<file path="src/dmaecg_pkg.sv">
// Package for the DMA event and completion gating block.
// Assumes a single system clock; holds widths, reset values and codes.
package dmaecg_pkg;
    localparam int          DMAECG_NUM_CH      = 64;
    localparam int          DMAECG_NUM_QCH     = 8;
    localparam int          DMAECG_NUM_REGION  = 8;
    localparam int          DMAECG_CODE_W      = 6;
    localparam int          DMAECG_CH_W        = 6;
    localparam int          DMAECG_QCH_W       = 3;
    localparam int          DMAECG_LINK_W      = 16;
    localparam logic [15:0] DMAECG_LINK_NULL   = 16'hFFFF;
    localparam logic [63:0] DMAECG_RST_MASK64  = 64'h0000_0000_0000_0000;
    localparam logic [7:0]  DMAECG_RST_MASK8   = 8'h00;
endpackage

</file>
<file path="src/dmaecg_gate.sv">
// DMA channel-controller event gating, null-set error flags and completion interrupts.
// Assumes all inputs except rst_b are synchronous to clk_sys; software actions arrive as one-cycle
// pulses or write-one masks, and transfer completions as a strobe with a code.
//
// What this block does
// - Latched peripheral events are serviced only when their enable bit is set.
// - Queued-channel triggers are prioritized only when their queued enable bit is set.
// - A set secondary-event flag blocks further service of that channel.
// - Non-static set with link 0xFFFF becomes null after its last request.
// - Updating a queued channel's set, null reload included, triggers that channel.
// - Queued trigger on a null set sets queued missed and secondary flags.
// - Peripheral event on a null set sets secondary and missed flags.
// - Completion interrupt only for pending bits whose enable bit is set.
// - Region interrupt needs enable bit and region access bit both set.
// - Pending bit is chosen by completion code; code 63 sets upper bit 63.
// - Completion code is six bits and selects chained or pending bit.
// - Latch cleared by clear port or when its event is serviced; enables changed only by set/clear ports.
// - Overlapping region masks raise each matching region's interrupt.
// - Pending bits clear by writing one to the completion clear port.
`timescale 1ns/1ps
module dmaecg_gate
    import dmaecg_pkg::*;
#(
    parameter int NCH  = dmaecg_pkg::DMAECG_NUM_CH,
    parameter int NQCH = dmaecg_pkg::DMAECG_NUM_QCH,
    parameter int NREG = dmaecg_pkg::DMAECG_NUM_REGION
)(
    input  wire logic                                 clk_sys,
    input  wire logic                                 rst_b,
    input  wire logic [NCH-1:0]                       periph_event,
    input  wire logic [NCH-1:0]                       event_set_port,
    input  wire logic [NCH-1:0]                       event_clear_port,
    input  wire logic [NCH-1:0]                       event_enable_set_port,
    input  wire logic [NCH-1:0]                       event_enable_clear_port,
    input  wire logic [NCH-1:0]                       secondary_clear_port,
    input  wire logic [NCH-1:0]                       missed_clear_port,
    input  wire logic [NQCH-1:0]                      queued_enable_set_port,
    input  wire logic [NQCH-1:0]                      queued_enable_clear_port,
    input  wire logic [NQCH-1:0]                      queued_secondary_clear_port,
    input  wire logic [NQCH-1:0]                      queued_missed_clear_port,
    input  wire logic                                 set_write,
    input  wire logic                                 set_write_queued,
    input  wire logic [dmaecg_pkg::DMAECG_CH_W-1:0]   set_write_ch,
    input  wire logic                                 set_write_null,
    input  wire logic                                 request_done,
    input  wire logic                                 request_done_queued,
    input  wire logic [dmaecg_pkg::DMAECG_CH_W-1:0]   request_done_ch,
    input  wire logic                                 request_done_last,
    input  wire logic                                 request_done_static,
    input  wire logic [dmaecg_pkg::DMAECG_LINK_W-1:0] request_done_link,
    input  wire logic                                 service_ready,
    input  wire logic                                 completion_valid,
    input  wire logic [dmaecg_pkg::DMAECG_CODE_W-1:0] completion_code,
    input  wire logic                                 completion_chain,
    input  wire logic [NCH-1:0]                       completion_irq_enable_set_port,
    input  wire logic [NCH-1:0]                       completion_irq_enable_clear_port,
    input  wire logic [NCH-1:0]                       completion_clear_port,
    input  wire logic [NCH-1:0]                       chained_clear_port,
    input  wire logic [NREG*NCH-1:0]                  region_access_mask,
    output logic                                      service_valid,
    output logic                                      service_queued,
    output logic [dmaecg_pkg::DMAECG_CH_W-1:0]        service_ch,
    output logic [NCH-1:0]                            event_latch,
    output logic [NCH-1:0]                            event_enable_mask,
    output logic [NCH-1:0]                            secondary_event_flags,
    output logic [NCH-1:0]                            missed_event_flags,
    output logic [NCH-1:0]                            null_set_flags,
    output logic [NQCH-1:0]                           queued_event_enable_mask,
    output logic [NQCH-1:0]                           queued_secondary_event_flags,
    output logic [NQCH-1:0]                           queued_missed_event_flags,
    output logic [NQCH-1:0]                           queued_null_set_flags,
    output logic [NQCH-1:0]                           queued_trigger_pending,
    output logic [NCH-1:0]                            chained_event_flags,
    output logic [NCH-1:0]                            completion_irq_enable,
    output logic [NCH-1:0]                            completion_pending,
    output logic                                      completion_irq,
    output logic [NREG-1:0]                           region_irq
);
    import dmaecg_pkg::*;

    logic rst_s1_reg;
    logic rst_s2_reg;
    always_ff @(posedge clk_sys or negedge rst_b)
    begin
        if (!rst_b)
        begin
            rst_s1_reg <= 1'b0;
            rst_s2_reg <= 1'b0;
        end
        else
        begin
            rst_s1_reg <= 1'b1;
            rst_s2_reg <= rst_s1_reg;
        end
    end
    wire logic rst_n = rst_s2_reg;

    // One-hot decodes of channel indices; out-of-range queued indices decode to nothing.
    wire logic [NCH-1:0]  wr_onehot   = NCH'(1) << set_write_ch;
    wire logic [NCH-1:0]  done_onehot = NCH'(1) << request_done_ch;
    wire logic [NCH-1:0]  code_onehot = NCH'(1) << completion_code;
    wire logic [NQCH-1:0] qwr_onehot  = NQCH'(1) << set_write_ch;
    wire logic [NQCH-1:0] qdone_onehot = NQCH'(1) << request_done_ch;

    wire logic dma_wr  = set_write && !set_write_queued;
    wire logic queued_channel_wr = set_write && set_write_queued;
    // A last request on a non-static set with the null link makes the set null.
    wire logic done_null = request_done && request_done_last && !request_done_static
                           && (request_done_link == DMAECG_LINK_NULL);

    wire logic [NCH-1:0] null_set_s = (dma_wr && set_write_null) ? wr_onehot : '0;
    wire logic [NCH-1:0] null_set_r = (dma_wr && !set_write_null) ? wr_onehot : '0;
    wire logic [NCH-1:0] null_by_done =
        (done_null && !request_done_queued) ? done_onehot : '0;
    wire logic [NQCH-1:0] qnull_s = (queued_channel_wr && set_write_null) ? qwr_onehot : '0;
    wire logic [NQCH-1:0] qnull_r = (queued_channel_wr && !set_write_null) ? qwr_onehot : '0;
    wire logic [NQCH-1:0] qnull_by_done =
        (done_null && request_done_queued) ? qdone_onehot : '0;

    // A queued set update, including the null reload, is itself a trigger.
    wire logic [NQCH-1:0] qtrig = (queued_channel_wr ? qwr_onehot : '0) | qnull_by_done;
    wire logic [NQCH-1:0] qnull_now = queued_null_set_flags | qnull_by_done | qnull_s;
    wire logic [NQCH-1:0] qtrig_en  = qtrig & queued_event_enable_mask;
    wire logic [NQCH-1:0] qerr      = qtrig_en & qnull_now & ~qnull_r;

    // Incoming peripheral events that hit an enabled channel on a null set are errors.
    wire logic [NCH-1:0] ev_in  = periph_event | event_set_port;
    wire logic [NCH-1:0] ev_err = ev_in & event_enable_mask & null_set_flags;

    // Eligible work: enabled, not blocked by a secondary flag, and for DMA channels set not null.
    wire logic [NCH-1:0]  dma_elig  = event_latch & event_enable_mask & ~null_set_flags
                                      & ~secondary_event_flags;
    wire logic [NQCH-1:0] queued_channel_elig = queued_trigger_pending & queued_event_enable_mask
                                      & ~queued_secondary_event_flags;

    // Fixed priority: queued channels first, lowest index wins; the trade is simplicity
    // over fairness, so a busy low channel can starve higher ones.
    logic                  pick_valid;
    logic                  pick_q;
    logic [DMAECG_CH_W-1:0] pick_ch;
    always_comb
    begin
        pick_valid = 1'b0;
        pick_q     = 1'b0;
        pick_ch    = '0;
        for (int i = NCH - 1; i >= 0; i--)
        begin
            if (dma_elig[i])
            begin
                pick_valid = 1'b1;
                pick_ch    = DMAECG_CH_W'(i);
            end
        end
        for (int j = NQCH - 1; j >= 0; j--)
        begin
            if (queued_channel_elig[j])
            begin
                pick_valid = 1'b1;
                pick_q     = 1'b1;
                pick_ch    = DMAECG_CH_W'(j);
            end
        end
    end
    assign service_valid  = pick_valid;
    assign service_queued = pick_q;
    assign service_ch     = pick_ch;
    wire logic take = pick_valid && service_ready;
    wire logic [NCH-1:0]  take_dma  = (take && !pick_q) ? (NCH'(1) << pick_ch) : '0;
    wire logic [NQCH-1:0] take_queued_channel = (take && pick_q) ? (NQCH'(1) << pick_ch) : '0;

    // Completion: code picks the bit, the chain option picks the register.
    wire logic [NCH-1:0] cpl_pend  = (completion_valid && !completion_chain) ? code_onehot : '0;
    wire logic [NCH-1:0] cpl_chain = (completion_valid && completion_chain) ? code_onehot : '0;

    // Sets win over clears on every flag that software clears.
    wire logic [NCH-1:0] latch_next   = (event_latch & ~event_clear_port & ~take_dma)
                                        | (ev_in & ~ev_err);
    wire logic [NCH-1:0] enable_next  = (event_enable_mask & ~event_enable_clear_port)
                                        | event_enable_set_port;
    wire logic [NCH-1:0] sec_next     = (secondary_event_flags & ~secondary_clear_port)
                                        | ev_err;
    wire logic [NCH-1:0] miss_next    = (missed_event_flags & ~missed_clear_port) | ev_err;
    wire logic [NCH-1:0] null_next    = (null_set_flags & ~null_set_r) | null_set_s | null_by_done;
    wire logic [NQCH-1:0] qen_next    = (queued_event_enable_mask & ~queued_enable_clear_port)
                                        | queued_enable_set_port;
    wire logic [NQCH-1:0] qsec_next   = (queued_secondary_event_flags
                                        & ~queued_secondary_clear_port) | qerr;
    wire logic [NQCH-1:0] qmiss_next  = (queued_missed_event_flags & ~queued_missed_clear_port)
                                        | qerr;
    wire logic [NQCH-1:0] qnull_next  = (queued_null_set_flags & ~qnull_r) | qnull_s
                                        | qnull_by_done;
    wire logic [NQCH-1:0] qtrig_next  = (queued_trigger_pending & ~take_queued_channel) | (qtrig_en & ~qerr);
    wire logic [NCH-1:0] ier_next     = (completion_irq_enable & ~completion_irq_enable_clear_port)
                                        | completion_irq_enable_set_port;
    wire logic [NCH-1:0] pend_next    = (completion_pending & ~completion_clear_port)
                                        | cpl_pend;
    wire logic [NCH-1:0] chain_next   = (chained_event_flags & ~chained_clear_port) | cpl_chain;

    always_ff @(posedge clk_sys or negedge rst_n)
    begin
        if (!rst_n)
        begin
            event_latch                  <= DMAECG_RST_MASK64;
            event_enable_mask            <= DMAECG_RST_MASK64;
            secondary_event_flags        <= DMAECG_RST_MASK64;
            missed_event_flags           <= DMAECG_RST_MASK64;
            null_set_flags               <= DMAECG_RST_MASK64;
            queued_event_enable_mask     <= DMAECG_RST_MASK8;
            queued_secondary_event_flags <= DMAECG_RST_MASK8;
            queued_missed_event_flags    <= DMAECG_RST_MASK8;
            queued_null_set_flags        <= DMAECG_RST_MASK8;
            queued_trigger_pending       <= DMAECG_RST_MASK8;
            completion_irq_enable        <= DMAECG_RST_MASK64;
            completion_pending           <= DMAECG_RST_MASK64;
            chained_event_flags          <= DMAECG_RST_MASK64;
        end
        else
        begin
            event_latch                  <= latch_next;
            event_enable_mask            <= enable_next;
            secondary_event_flags        <= sec_next;
            missed_event_flags           <= miss_next;
            null_set_flags               <= null_next;
            queued_event_enable_mask     <= qen_next;
            queued_secondary_event_flags <= qsec_next;
            queued_missed_event_flags    <= qmiss_next;
            queued_null_set_flags        <= qnull_next;
            queued_trigger_pending       <= qtrig_next;
            completion_irq_enable        <= ier_next;
            completion_pending           <= pend_next;
            chained_event_flags          <= chain_next;
        end
    end

    // Interrupts are levels from the pending state; the handler must clear the bits.
    wire logic [NCH-1:0]  pend_en        = completion_pending & completion_irq_enable;
    wire logic [NCH-1:0]  pend_en_next_w = pend_next & ier_next;
    wire logic [NREG-1:0] region_next;

    genvar r;
    generate
        for (r = 0; r < NREG; r++)
        begin : g_region
            wire logic [NCH-1:0] region_hit = pend_en_next_w & region_access_mask[r*NCH +: NCH];
            assign region_next[r] = |region_hit;
        end
    endgenerate

    always_ff @(posedge clk_sys or negedge rst_n)
    begin
        if (!rst_n)
        begin
            completion_irq <= 1'b0;
            region_irq     <= '0;
        end
        else
        begin
            completion_irq <= |pend_en_next_w;
            region_irq     <= region_next;
        end
    end
endmodule

</file>
<file path="config.mk">
export PLATFORM = sky130hd
export DESIGN_NAME = dmaecg_gate
export DESIGN_NICKNAME = d
export VERILOG_FILES = /design/src/dmaecg_pkg.sv /design/src/dmaecg_gate.sv
export SDC_FILE = /design/constraint.sdc
export NUM_CORES = 1
export LEC_CHECK = 0
export ABC_AREA = 1
export BUFFER_PORTS_ARGS = -buffer_cell sky130_fd_sc_hd__buf_2
export CAP_MARGIN = 10
export CORE_AREA = 2 2 731 733
export CTS_CLUSTER_DIAMETER = 60
export CTS_CLUSTER_SIZE = 20
export DETAILED_ROUTE_END_ITERATION = 8
export DIE_AREA = 0 0 733 735
export GPL_ROUTABILITY_DRIVEN = 1
export GPL_TIMING_DRIVEN = 0
export PLACE_DENSITY_LB_ADDON = 0.3
export SYNTH_ARGS = -nofsm -noshare
export SYNTH_HDL_FRONTEND = slang
export SYNTH_SLANG_ARGS = --single-unit
</file>
<file path="constraint.sdc">
create_clock -name clk_sys -period 22.2 [get_ports clk_sys]
set_input_delay 4.44 -clock clk_sys [delete_from_list [all_inputs] [get_ports clk_sys]]
set_output_delay 4.44 -clock clk_sys [all_outputs]
set_load 0.1 [all_outputs]
</file>
==> impl_metrics.tcl <==
set metrics [dict create \
    hold_viol 0 \
    syn_area_mm2 0.0294 \
    drc 0 \
    finalCriticalPeriod_ns 12.48 \
    peakVddDrop_uv 66.6 \
    ys_seq_area_frac 0.479 \
    pwr_density_cell_mw_per_mm2 83.7 \
    whs_ns 0.256 \
    final_common_cell "buf_2" \
    utilization 0.101 \
    post_cts_resized 0 \
    path_max_fanout 7 \
    path_clk_slew_ns 0.06 \
    maxSlewHeadroom -0.00550 \
    grt_pass1_vias 38300 \
    syn_nets 5000 \
    synth_cell_types 54 \
    status "finished with violations" \
    violations "capacitance limit, slew limit" \
    maxCapViolations 2 \
    leakage_nw 25.0 \
    ys_ff_latch 563 \
    numClockSinks 563 \
    io_buffers 1856 \
    multi_input_area_mm2 0.0127 \
    dr.pass1.iters 6 \
    rsz0062_at_grt "false" \
    met3_usage 0.0355 \
    busiest_layer "met2" \
    dpl_worst_slack_ns 10.0 \
    critPathRequiredTime_ns 17.76 \
    seq_area_mm2 0.0141 \
    worst_pin_slew_ns 1.50 \
    worstPathArrival_ns 8.04 \
    worst_setup_path_end_kind "output port" \
    dieArea_mm2 0.539 \
    critPathMaxStageDelay_ns 0.50 \
    overflow 0 \
    synth-async-reset-ratio 1.00 \
    synth_cells 3706 \
    cp_slowest_cell "dfrtp_1" \
    die_h_um 735 \
    core.rowCount 268 \
    grtUsageMet1 0.149 \
    io_pins 1863 \
    drtIter0Drc 2481 \
    ant_nets 0 \
    wire_per_inst_um 32.7 \
    period_share 0.562 \
    grt_usage 0.152 \
    grt_max_degree 63 \
    core_area_mm2 0.531 \
    timing.fmax_ghz 0.0801 \
    clock_skew_ns 0.0998 \
    drt_wl_total_mm 427 \
    crit_top_cell "nand2_1" \
    place_hpwl_mm 391 \
    grt_pass1_wl_mm 510 \
    gp_congestion 0.972 \
    die_w_um 733 \
    hold_buffers 0 \
    synthFlopType "dfrtp_1" \
    cts-root-buf "clkbuf_16" \
    use_met2 0.296 \
    drv_slew 25 \
    cts.path.max_buffers 4 \
    yosysWarnings 0 \
    cts_buffers 118 \
    syn2layout_area_growth_pct 82.0 \
    cts_tree "yes" \
    clkLatencyLatePin_ns 0.93 \
    cts-htree-levels 3 \
    drive_above_1_share 0.399 \
    vias 38000 \
    setup_slack_ns 9.72 \
    synth_edf_count 0 \
    viasPerCell 2.91 \
    startpoint_type "flop" \
    final_nets 7045 \
    mostFrequentLayoutCells "buf_2, nand2_1, inv_1" \
    grt_antenna_before_repair 298 \
    post-cts-setup-buffers 0 \
    finalSetupViolations 0 \
    total_power_mw 4.48 \
    path_class "flop to output port" \
    nFillCells 62400 \
    hold_path_class "flop to async pin" \
    syn_avg_cell_area_um2 7.94 \
    start_util 0.0554 \
]
[metal layers]
metal / up-vias / routed length, µm
li1: 16800 / -
met5: - / 415
met2: 2133 / 230000
met3: 762 / 25700
met1: 18200 / 144000
met4: 60 / 27100
[Yosys cell counts, types with 7 or more instances]
cell type  count  share of area
a2111oi_0     11         0.0033
a21oi_1       48         0.0082
a221oi_1      43          0.013
a22o_1        21         0.0063
a31oi_1       20         0.0043
buf_2         10         0.0017
clkbuf_1      44         0.0056
dfrtp_1      563           0.48
inv_1        681          0.087
inv_2         11         0.0014
nand2_1      753          0.096
nand3_1      361          0.061
nand3_2        7         0.0024
nand3_4        9         0.0054
nand4_1      138          0.029
nand4_4       16          0.012
nor2_1       235          0.030
nor2_4        14         0.0054
nor3_1        31         0.0053
nor4_1        20         0.0043
o2111ai_1      7         0.0021
o21ai_0      268          0.046
o21ai_1       16         0.0027
o21bai_1     115          0.029
o22ai_1      131          0.028
or2_2         64          0.014
[metrics by stage]
step | area, µm² | instances | TNS, ns
global route | 53400 | 13000 | 0
finish | 53600 | 13100 | 0
floorplan | 29400 | 3706 | 0
detailed placement | 49000 | 12600 | 0
CTS | 53100 | 12900 | 0
global placement | 47500 | 12600 | -4479.59
[critical path: cells and delay by family, from the launching register on]
kind	cells	cell delay (ns)
AND/OR/NAND/NOR	71	5.65
buffers and inverters	3	0.94
flip-flops	1	0.50
[worst paths after layout]
check,start,to,slack (ns),depth (start not counted)
worst max-delay path,null_set_flags[61],service_ch[0],9.72,74
worst min-delay path,rst_n,missed_event_flags[8],0.26,1
worst max register to register,null_set_flags[61],event_latch[13],14.21,76
worst min register to register,rst_n,missed_event_flags[8],0.26,1
max in group asynchronous,rst_b,rst_n,18.72,1
min in group clk_sys,rst_s1_reg,rst_n,0.35,0
[logic make-up (layout without fill, tap and decap cells)]
logic type / count (synthesis) / after routing / synth area share
other: 1 / 193 / 0.000127
buffers and inverters: 764 / 2907 / 0.0996
AO/OA/AOI/OAI: 716 / 716 / 0.153
flip-flops: 563 / 563 / 0.479
AND/OR/NAND/NOR: 1662 / 1662 / 0.268
[report_power, final]
| part | leakage, nW | internal, mW | switching, mW |
|---|---|---|---|
| clock network | 1.98 | 1.13 | 0.799 |
| logic | 16.2 | 0.243 | 1.11 |
| registers | 6.78 | 1.10 | 0.104 |
| total | 25.0 | 2.47 | 2.01 |
[cell type report]
type | instances | share of cell area
flip-flops and latches | 563 | 0.263
multi-input cells | 2379 | 0.236
repair buffers | 1925 | 0.196
well taps | 7020 | 0.164
clock buffers | 131 | 0.0576
inverters | 701 | 0.0497
clock inverters | 87 | 0.0191
diodes | 192 | 0.00897
plain buffers | 63 | 0.00521
Power figures use the tool's default switching activity.
